**config.mk**
```make
export PLATFORM = sky130hd
export DESIGN_NAME = swub_top
export DESIGN_NICKNAME = d
export VERILOG_FILES = /design/src/shared/swub_pkg.sv /design/src/verilog/swub_top.sv
export VERILOG_INCLUDE_DIRS = /design/src /design/src/shared
export SDC_FILE = /design/constraint.sdc
export NUM_CORES = 1
export LEC_CHECK = 0
export ABC_AREA = 1
export BUFFER_PORTS_ARGS = -buffer_cell sky130_fd_sc_hd__buf_2
export CORE_ASPECT_RATIO = 0.6
export CORE_UTILIZATION = 40
export CTS_CLUSTER_SIZE = 16
export DETAILED_ROUTE_END_ITERATION = 6
export GPL_TIMING_DRIVEN = 0
export PLACE_DENSITY_LB_ADDON = 0.1
export SETUP_SLACK_MARGIN = 0.05
export SKIP_CTS_REPAIR_TIMING = 1
export SLEW_MARGIN = 15
export SYNTH_ARGS = -nofsm -noshare
export SYNTH_HDL_FRONTEND = slang
export SYNTH_SLANG_ARGS = --single-unit
```
**constraint.sdc**
```tcl
create_clock -name clk -period 3.9 [get_ports clk]
set_input_delay 0.585 -clock clk [delete_from_list [all_inputs] [get_ports clk]]
set_output_delay 0.585 -clock clk [all_outputs]
set_load 0.1 [all_outputs]
```
**src/shared/swub_map.svh**
```systemverilog
// Purpose: offsets, field positions and reset values of the watermark/underrun/baud block
// Assumes: word-indexed register port, 32-bit data, low bits used
// Notes: definitions only
`ifndef SWUB_MAP_SVH
`define SWUB_MAP_SVH

`define SWUB_A_DATA 4'h0
`define SWUB_A_CTRL 4'h1
`define SWUB_A_DIV 4'h2
`define SWUB_A_CNT 4'h3
`define SWUB_A_WMH 4'h4
`define SWUB_A_URL 4'h5
`define SWUB_A_URH 4'h6
`define SWUB_A_IST 4'h7
`define SWUB_A_IMSK 4'h8

`define SWUB_CTRL_EN 0
`define SWUB_CTRL_SEL 1
`define SWUB_CTRL_WL_LO 8

`define SWUB_WMH_RXEN 15
`define SWUB_WMH_RX_LO 8
`define SWUB_WMH_TXEN 7
`define SWUB_WMH_TX_LO 0

`define SWUB_IST_RXWM 0
`define SWUB_IST_TXWM 1
`define SWUB_IST_UR 2

`define SWUB_DEPTH 6'h10
`define SWUB_THR_MASK 6'h2F

`define SWUB_RST_16 16'h0000
`define SWUB_RST_13 13'h0000
`define SWUB_RST_6 6'h00
`define SWUB_RST_32 32'h00000000
`define SWUB_RST_WL 5'h00
`define SWUB_RST_IRQ 3'h0

`endif

```
**src/shared/swub_pkg.sv**
```systemverilog
// Purpose: types shared by the watermark/underrun/baud block
// Assumes: constants live in swub_map.svh
// Notes: none
`default_nettype none

package swub_pkg;

   typedef struct packed {
      logic [3:0] addr;
      logic [31:0] wdata;
      logic wr;
      logic rd;
   } swub_bus_s;

   typedef struct packed {
      logic tx_pop;
      logic rx_push;
      logic [31:0] rx_data;
   } swub_eng_s;

   typedef struct packed {
      logic port_en;
      logic fill_sel;
      logic [4:0] wl;
      logic [12:0] div;
      logic [12:0] div_cnt;
      logic sck;
      logic rx_en;
      logic tx_en;
      logic [5:0] rx_thr;
      logic [5:0] tx_thr;
      logic [15:0] fill_lo;
      logic [15:0] fill_hi;
      logic [5:0] rx_cnt;
      logic [5:0] tx_cnt;
      logic [2:0] irq_st;
      logic [2:0] irq_msk;
      logic rx_wm;
      logic tx_wm;
      logic [31:0] rdata;
      logic [31:0] ur_word;
      logic ur_pulse;
      logic tx_push;
      logic [31:0] tx_data;
   } swub_state_s;

endpackage

`default_nettype wire

```
**src/verilog/swub_top.sv**
```systemverilog
// Purpose: watermark interrupts, underrun fill word and serial clock divider
// Assumes: shift engine and FIFO storage sit outside, on the same clock
// Notes: registers on a plain strobe port, read data one cycle later
// How it works
// - With rx enable set, flag rx watermark while threshold is at most rx count.
// - With tx enable set, flag tx watermark while threshold equals tx count.
// - Mask-high register holds rx threshold 13:8, tx threshold 5:0, with enables.
// - Thresholds above the buffer depth never match.
// - Threshold bits 2, 3, 4 exist only for depths 8, 16, 32.
// - Bits 14 and 6 of mask-high read as zero.
// - Underrun sends the fill word when select is set, else fill registers ignored.
// - Low fill register: 16 bits for 9-16 bit words, 8 bits for 2-8.
// - High fill register: 16 bits for 25-32 bit words, 8 bits for 17-24.
// - Serial clock equals bus clock over two times the sum of divisor and one.
// - Six-bit rx and tx element counts track occupancy and feed comparisons.
`timescale 1ns/100ps
`default_nettype none
`include "swub_map.svh"

module swub_top
   import swub_pkg::*;
(
   input wire logic clk,
   input wire logic rst_n,
   input wire swub_bus_s bus,
   output logic [31:0] rdata,
   input wire swub_eng_s eng,
   output logic tx_push,
   output logic [31:0] tx_data,
   output logic underrun,
   output logic [31:0] underrun_fill_word,
   output logic rx_watermark,
   output logic tx_watermark,
   output logic sck,
   output logic irq
);

   swub_state_s st;
   swub_state_s next_st;

   // Threshold usable only when not beyond the buffer depth
   function automatic logic thr_ok(input logic [5:0] thr);
      thr_ok = (thr <= `SWUB_DEPTH);
   endfunction

   // Picks the fill bits the current word length uses
   function automatic logic [31:0] fill_word(
      input logic [15:0] lo,
      input logic [15:0] hi,
      input logic [4:0] wl
   );
      logic [5:0] len;
      len = (wl == 5'h00) ? 6'h20 : {1'b0, wl};
      if (len <= 6'h08) begin
         fill_word = {24'h000000, lo[7:0]};
      end else if (len <= 6'h10) begin
         fill_word = {16'h0000, lo};
      end else if (len <= 6'h18) begin
         fill_word = {8'h00, hi[7:0], lo};
      end else begin
         fill_word = {hi, lo};
      end
   endfunction

   logic wr_data;
   logic rd_data;
   logic tx_full;
   logic rx_full;
   logic ur_now;
   logic rx_hit;
   logic tx_hit;
   logic [2:0] ist_set;
   logic [2:0] ist_clr;
   logic [31:0] rd_mux;

   assign wr_data = bus.wr && (bus.addr == `SWUB_A_DATA);
   assign rd_data = bus.rd && (bus.addr == `SWUB_A_DATA);
   assign tx_full = (st.tx_cnt >= `SWUB_DEPTH);
   assign rx_full = (st.rx_cnt >= `SWUB_DEPTH);
   // Pull from an empty transmit queue is the underrun
   assign ur_now = eng.tx_pop && (st.tx_cnt == 6'h00);

   // Levels, not edges: software sees them as long as they hold
   assign rx_hit = st.rx_en && thr_ok(st.rx_thr) && (st.rx_thr <= st.rx_cnt);
   assign tx_hit = st.tx_en && thr_ok(st.tx_thr) && (st.tx_thr == st.tx_cnt);

   assign ist_set = {ur_now, tx_hit, rx_hit};
   assign ist_clr = (bus.wr && (bus.addr == `SWUB_A_IST)) ? bus.wdata[2:0] : 3'h0;

   always_comb begin
      rd_mux = 32'h00000000;
      case (bus.addr)
         `SWUB_A_DATA: begin
            rd_mux = eng.rx_data;
         end
         `SWUB_A_CTRL: begin
            rd_mux[`SWUB_CTRL_EN] = st.port_en;
            rd_mux[`SWUB_CTRL_SEL] = st.fill_sel;
            rd_mux[`SWUB_CTRL_WL_LO +: 5] = st.wl;
         end
         `SWUB_A_DIV: begin
            rd_mux[12:0] = st.div;
         end
         `SWUB_A_CNT: begin
            rd_mux[13:8] = st.rx_cnt;
            rd_mux[5:0] = st.tx_cnt;
         end
         `SWUB_A_WMH: begin
            // Bits 14 and 6 stay zero
            rd_mux[`SWUB_WMH_RXEN] = st.rx_en;
            rd_mux[`SWUB_WMH_RX_LO +: 6] = st.rx_thr;
            rd_mux[`SWUB_WMH_TXEN] = st.tx_en;
            rd_mux[`SWUB_WMH_TX_LO +: 6] = st.tx_thr;
         end
         `SWUB_A_URL: begin
            rd_mux[15:0] = st.fill_lo;
         end
         `SWUB_A_URH: begin
            rd_mux[15:0] = st.fill_hi;
         end
         `SWUB_A_IST: begin
            rd_mux[2:0] = st.irq_st;
         end
         `SWUB_A_IMSK: begin
            rd_mux[2:0] = st.irq_msk;
         end
         default: begin
            rd_mux = 32'h00000000;
         end
      endcase
   end

   always_comb begin
      next_st = st;
      next_st.tx_push = 1'b0;
      next_st.ur_pulse = 1'b0;
      next_st.rx_wm = rx_hit;
      next_st.tx_wm = tx_hit;
      next_st.rdata = bus.rd ? rd_mux : 32'h00000000;

      if (bus.wr) begin
         case (bus.addr)
            `SWUB_A_CTRL: begin
               next_st.port_en = bus.wdata[`SWUB_CTRL_EN];
               next_st.fill_sel = bus.wdata[`SWUB_CTRL_SEL];
               next_st.wl = bus.wdata[`SWUB_CTRL_WL_LO +: 5];
            end
            `SWUB_A_DIV: begin
               // Taken any time; changing it while enabled is software's fault
               next_st.div = bus.wdata[12:0];
            end
            `SWUB_A_WMH: begin
               next_st.rx_en = bus.wdata[`SWUB_WMH_RXEN];
               next_st.tx_en = bus.wdata[`SWUB_WMH_TXEN];
               next_st.rx_thr = bus.wdata[`SWUB_WMH_RX_LO +: 6] & `SWUB_THR_MASK;
               next_st.tx_thr = bus.wdata[`SWUB_WMH_TX_LO +: 6] & `SWUB_THR_MASK;
            end
            `SWUB_A_URL: begin
               next_st.fill_lo = bus.wdata[15:0];
            end
            `SWUB_A_URH: begin
               next_st.fill_hi = bus.wdata[15:0];
            end
            `SWUB_A_IMSK: begin
               next_st.irq_msk = bus.wdata[2:0];
            end
            default: begin
            end
         endcase
      end

      // Write to the window queues transmit data; a full queue drops it
      if (wr_data && !tx_full) begin
         next_st.tx_push = 1'b1;
         next_st.tx_data = bus.wdata;
      end

      // Element counts; push and pop in one cycle cancel out
      case ({wr_data && !tx_full, eng.tx_pop && !ur_now})
         2'b10: next_st.tx_cnt = st.tx_cnt + 6'h01;
         2'b01: next_st.tx_cnt = st.tx_cnt - 6'h01;
         default: next_st.tx_cnt = st.tx_cnt;
      endcase
      case ({eng.rx_push && !rx_full, rd_data && (st.rx_cnt != 6'h00)})
         2'b10: next_st.rx_cnt = st.rx_cnt + 6'h01;
         2'b01: next_st.rx_cnt = st.rx_cnt - 6'h01;
         default: next_st.rx_cnt = st.rx_cnt;
      endcase

      // Fill word only when selected, zero word otherwise
      if (ur_now) begin
         next_st.ur_pulse = 1'b1;
         if (st.fill_sel) begin
            next_st.ur_word = fill_word(st.fill_lo, st.fill_hi, st.wl);
         end else begin
            next_st.ur_word = 32'h00000000;
         end
      end

      // Half period is div+1 bus clocks
      if (!st.port_en) begin
         next_st.div_cnt = 13'h0000;
         next_st.sck = 1'b0;
      end else if (st.div_cnt >= st.div) begin
         next_st.div_cnt = 13'h0000;
         next_st.sck = !st.sck;
      end else begin
         next_st.div_cnt = st.div_cnt + 13'h0001;
      end

      // Set wins over a write-one clear in the same cycle
      next_st.irq_st = (st.irq_st & ~ist_clr) | ist_set;
   end

   always_ff @(posedge clk or negedge rst_n) begin
      if (!rst_n) begin
         st.port_en <= 1'b0;
         st.fill_sel <= 1'b0;
         st.wl <= `SWUB_RST_WL;
         st.div <= `SWUB_RST_13;
         st.div_cnt <= `SWUB_RST_13;
         st.sck <= 1'b0;
         st.rx_en <= 1'b0;
         st.tx_en <= 1'b0;
         st.rx_thr <= `SWUB_RST_6;
         st.tx_thr <= `SWUB_RST_6;
         st.fill_lo <= `SWUB_RST_16;
         st.fill_hi <= `SWUB_RST_16;
         st.rx_cnt <= `SWUB_RST_6;
         st.tx_cnt <= `SWUB_RST_6;
         st.irq_st <= `SWUB_RST_IRQ;
         st.irq_msk <= `SWUB_RST_IRQ;
         st.rx_wm <= 1'b0;
         st.tx_wm <= 1'b0;
         st.rdata <= `SWUB_RST_32;
         st.ur_word <= `SWUB_RST_32;
         st.ur_pulse <= 1'b0;
         st.tx_push <= 1'b0;
         st.tx_data <= `SWUB_RST_32;
      end else begin
         st <= next_st;
      end
   end

   assign rdata = st.rdata;
   assign tx_push = st.tx_push;
   assign tx_data = st.tx_data;
   assign underrun = st.ur_pulse;
   assign underrun_fill_word = st.ur_word;
   assign rx_watermark = st.rx_wm;
   assign tx_watermark = st.tx_wm;
   assign sck = st.sck;
   assign irq = |(st.irq_st & st.irq_msk);
endmodule

`default_nettype wire
```
[Yosys cells after proc, flatten, opt, wreduce, memory -nomap -nowiden]
Index checks and enable logic that the tools add are counted.
Widths: inputs -> output; s select.
Operators by class
  div/mod/pow operators: 0
  shift-type cells: 0
  $add $sub $neg: 5
  bitwise logic cells: 4
  equality and inequality tests: 14
  multiplexer cells: 24
  $lt $le $gt $ge: 9
  multipliers: 0
  reduce and logical (&&, ||, !) cells: 29
Operators by type and width (number)
  $mux 32: 5
  $pmux 5 s7: 1
  $mux 33: 1
  $le 6x5->1 const B: 4
  $pmux 6 s2: 2
  $pmux 2 s9: 1
  $pmux 3 s6: 1
  $eq 4x3->1 const B: 4
  $mux 16: 1
  $mux 14: 1
  $add 13x1->13 const B: 1
  $ge 13x13->1: 1
  $mux 13: 1
  $add 6x1->6 const B: 2
  $ge 6x5->1 const B: 2
  $logic_and 1x1->1: 12
  $reduce_and 2->1: 6
  $sub 6x1->6 const B: 2
  $pmux 1 s5: 2
  $eq 4x2->1 const B: 2
  $pmux 1 s4: 2
  $pmux 1 s8: 1
  $and 3x3->3: 2
  $eq 6x6->1: 1
  20 further kinds: 27
Storage, ports and cells
  RAM bits: 0
  bits in read-only memories: 0
  bits in latches: 0
  memories kept: 0
  word-level logic and storage cells: 108
  output and inout bits: 102
  flip-flop bits (word level): 196

[Depth between registers and ports, before layout]
  depth in word-level cells: 7
  depth in mapped cells: 17
  gate-level depth less buffers: 17

[Least setup slack after synthesis]
Ideal clock, no wire load.
  path type: input to register
  from: in bus[35] (netlist name)
  to: reg st[110] (netlist name)
  setup time: 0.126 ns
  arrival: 2.534 ns
  setup slack: 1.240 ns
  path buffers: 2
  cell stages on the path: 13
  path through: nor2_2 -> nand2_2 -> inv_4 -> nand3_2 -> buf_2 -> buf_6 -> ha_1 -> ha_1 -> a21oi_1 -> o21bai_1 -> or2_2 -> nand3_1 -> o21ai_0
On the way
  longest elaborated chain between the ends: 5
  elaborated cells between the ends (all ways): 7
Ends and longest elaborated chain
  from (decl): line swub_top.sv:25  | input wire swub_bus_s bus,
  $logic_not 4->1 (*)
  $logic_and 1x1->1 (*): line swub_top.sv:76  | assign wr_data = bus.wr && (bus.addr == `SWUB_A_DATA);
  $logic_and 1x1->1 (*): line swub_top.sv:179  | case ({wr_data && !tx_full, eng.tx_pop && !ur_now})
  $eq 2x1->1 or $eq 2x2->1 (tied branches): line swub_top.sv:179
  $pmux 6 s2 or $reduce_bool 2->1 (tied branches)
  to (signal assigned): line swub_top.sv:241  | st <= next_st;
  to (decl): line swub_top.sv:38  | swub_state_s st;
Every way passes the cells marked *; elsewhere a longest branch is shown, timed or not.
A chain may end at the register's enable or synchronous reset.

[Worst setup path in the final report]
  from: in bus[37] (netlist name)
  to: reg st[110] (netlist name)
Same word-level chain as after synthesis.

==> metrics.txt <==
clk_lat worst skew=450 ps; TritonCTS buffer count=17; initial core utilization=41.4%; RSZ-0062 raised after global routing=no; final core utilization=49.8%; Max Cap Viol=0; Top Ports=176; leakage=6.40 nW; FILL cells=2,301; peak supply drop=0.640 mV; Post-DP HPWL=20,800 um; FMAX=365 MHz; fin area=11,700 um^2; first-pass GRT wire length=41,200 um; Chip Width=203 um; R2R setup slack=1220 ps; Sink Count=196; TritonCTS clock tree=done; post-place setup slack=703 ps; Via density=4.80; router iterations before antenna repair=5; Final setup viols=0; dominant cell type by area after synthesis=dfrtp_1; final max-slew violation count=0; GPL Wtd Cong=0.860; ranking of synthesized cells by area=dfrtp_1 (50%), nand2_1 (11%), buf_4 (7.9%); synthesized instance count=1,140; number of remaining DRC errors=0; GRT Total Usage=22.3%; total gr overflow=0; Post-Syn Area=9740 um^2; Final #Nets=1,437; share of cells above drive strength 1=27.5%; synthesized area per cell=8.54 um^2; Req. time, crit path=4220 ps; R2R cell count=11; initial drt markers=632; initial antenna violation count=0; Net Sw Power=3.76 mW; reg-to-reg startpoint=st[111]; H-Tree Level Count=4; YS warnings=0; CP Capture Type=register; Post-DP Area=11,100 um^2; average wire per standard cell=16.2 um; Setup Crit Path Kind=primary input to register; Post-synth ARST share=100%; Clock transition at path regs=70 ps; via count=7,972; top cell type's share of synthesized area=50.4%; Worst slew margin=58.5%; Cell Pwr Density=705 nW/um^2; largest net degree at the start of global routing=85; vias in the first global route=7,027; Area Growth Syn to Fin=20.2%; Final Hold Viols=0; DIE AREA=25,000 um^2; crit share post-route=70.2%; Unique masters post-synth=44; register bit count reported by yosys=196; port buffer count=174; remaining antenna violation count=0; worst setup margin=1160 ps; Final Critical Period=2740 ps; Worst Hold Class=primary input to async pin; Sw Share=45.6%; Main synth FF type=dfrtp_1; CTS max path bufs=2; CP max FO=10; status=finished clean; core area=23,500 um^2; Worst Setup SP=bus[37]; Post-Layout Cell Count=1,662; Gate power share=42.5%; Layout Skew=12.9 ps; Worst-Margin Slew=616 ps; CTS root buf=clkbuf_16; Synthesized Nets=1,242; sequential share of power=33.9%; ant diodes=0; # rows=43; share of total power in the clock network=23.5%; sequential-to-total area share from yosys stat=50.4%; Worst Path Arrival=3060 ps; Post-Route WL=27,000 um; die span in y=123 um; Post-synth EDFFs=0; Int Pwr=4.49 mW; Placed Cells=1,631; Worst setup SP type=primary input; FF-to-FF End=st[110]; Critical Path End=st[110]
-- registers in the layout, indices dropped and copies added (netlist names) --
signal,count
rdata,32
rx_watermark,1
sck,1
st,95
tx_data,32
tx_push,1
tx_watermark,1
underrun,1
underrun_fill_word,32
-- synth_stat cells, types with 2 or more instances --
| master | instances |
|---|---|
| a211oi_1 | 3 |
| a21oi_1 | 23 |
| buf_2 | 19 |
| buf_4 | 103 |
| clkbuf_1 | 2 |
| dfrtp_1 | 196 |
| ha_1 | 27 |
| inv_1 | 137 |
| inv_2 | 6 |
| inv_4 | 2 |
| nand2_1 | 289 |
| nand2_2 | 10 |
| nand3_1 | 28 |
| nand4_1 | 9 |
| nor2_1 | 70 |
| nor2_4 | 4 |
| nor3_1 | 8 |
| o211ai_1 | 3 |
| o21ai_0 | 65 |
| o21ai_1 | 73 |
| o21ai_2 | 8 |
| o22ai_1 | 18 |
| o22ai_2 | 2 |
| or2_2 | 2 |
| xnor2_1 | 4 |
| xor2_1 | 11 |
-- worst max-delay path: stages --
cell	delay [ps]
buf_2	140
nor2_4	160
nand2_2	80
inv_4	150
nand3_2	150
buf_2	230
buf_6	160
ha_1	290
ha_1	390
a21oi_1	190
o21bai_1	100
or2_2	270
nand3_1	60
o21ai_0	80
-- logic make-up after synthesis --
logic type / after synthesis / synth area share [%]
flip-flops: 196 / 50.4
adder cells (fa/ha/maj): 28 / 3.67
AND/OR/NAND/NOR: 430 / 18.5
XOR/XNOR: 15 / 1.35
AO/OA/AOI/OAI: 200 / 11.3
buffers and inverters: 271 / 14.8
-- layout make-up --
| type | count | area [um^2] | area share (%) |
|---|---|---|---|
| well taps | 315 | 394 | 3.37 |
| flip-flops and latches | 196 | 4900 | 41.9 |
| plain buffers | 125 | 887 | 7.58 |
| repair buffers | 176 | 936 | 8.00 |
| clock buffers | 18 | 429 | 3.67 |
| multi-input cells | 673 | 3390 | 29.0 |
| inverters | 146 | 558 | 4.77 |
| clock inverters | 13 | 206 | 1.76 |
-- metal layers --
| layer | up-vias | share of wire, % | track usage [%] |
|---|---|---|---|
| met5 | - | 0 | 0 |
| met4 | 0 | 0.66 | 4.23 |
| met3 | 16 | 8.0 | 5.92 |
| met2 | 241 | 39 | 29.0 |
| met1 | 3798 | 52 | 35.9 |
| li1 | 3917 | - | - |
-- how the worst min path moves through the flow --
stage | to | cells past startpoint | from
2_1_floorplan | rdata[0] | 0 | rst_n
4_1_cts | st[173] | 1 | rst_n
3_3_place_gp | tx_data[23] | 2 | tx_data[23]
3_5_place_dp | tx_data[31] | 2 | tx_data[31]
6_report | st[173] | 1 | rst_n
5_1_grt | st[173] | 1 | rst_n
-- cells in the final DEF, fill, tap and decap left out, types with 5 or more instances in the layout --
cell type | synthesis | routed
bufinv_16 | 0 | 5
clkbuf_16 | 0 | 17
inv_1 | 137 | 137
buf_4 | 103 | 103
nand3_1 | 28 | 28
nor2_1 | 70 | 70
ha_1 | 27 | 27
buf_2 | 19 | 192
a21oi_1 | 23 | 23
nor3_1 | 8 | 8
inv_2 | 6 | 6
dfrtp_1 | 196 | 196
xor2_1 | 11 | 11
o21ai_1 | 73 | 73
nand2_1 | 289 | 289
o22ai_1 | 18 | 18
o21ai_2 | 8 | 8
nand2_2 | 10 | 10
o21ai_0 | 65 | 65
nand4_1 | 9 | 9
-- through the flow --
stage / setup TNS [ps] / total power, mW / hold WS [ps]
final: 0 / 8.25 / 42.4
after global routing: 0 / 8.67 / 72.2
after CTS: 0 / 8.30 / 53.7
after detailed placement: 0 / 6.34 / 467
after global placement: -227300 / 6.30 / 464
after floorplan: 0 / 5.68 / 289
-- power groups by stage --
stage | clock, mW | combinational (mW) | sequential, mW
3_5_place_dp | 0 | 3.52 | 2.82
5_1_grt | 2.05 | 3.76 | 2.86
4_1_cts | 1.98 | 3.53 | 2.79
6_report | 1.94 | 3.51 | 2.80
2_1_floorplan | 0 | 2.88 | 2.79
3_3_place_gp | 0 | 3.48 | 2.82
(Power assumes the default switching activity.)
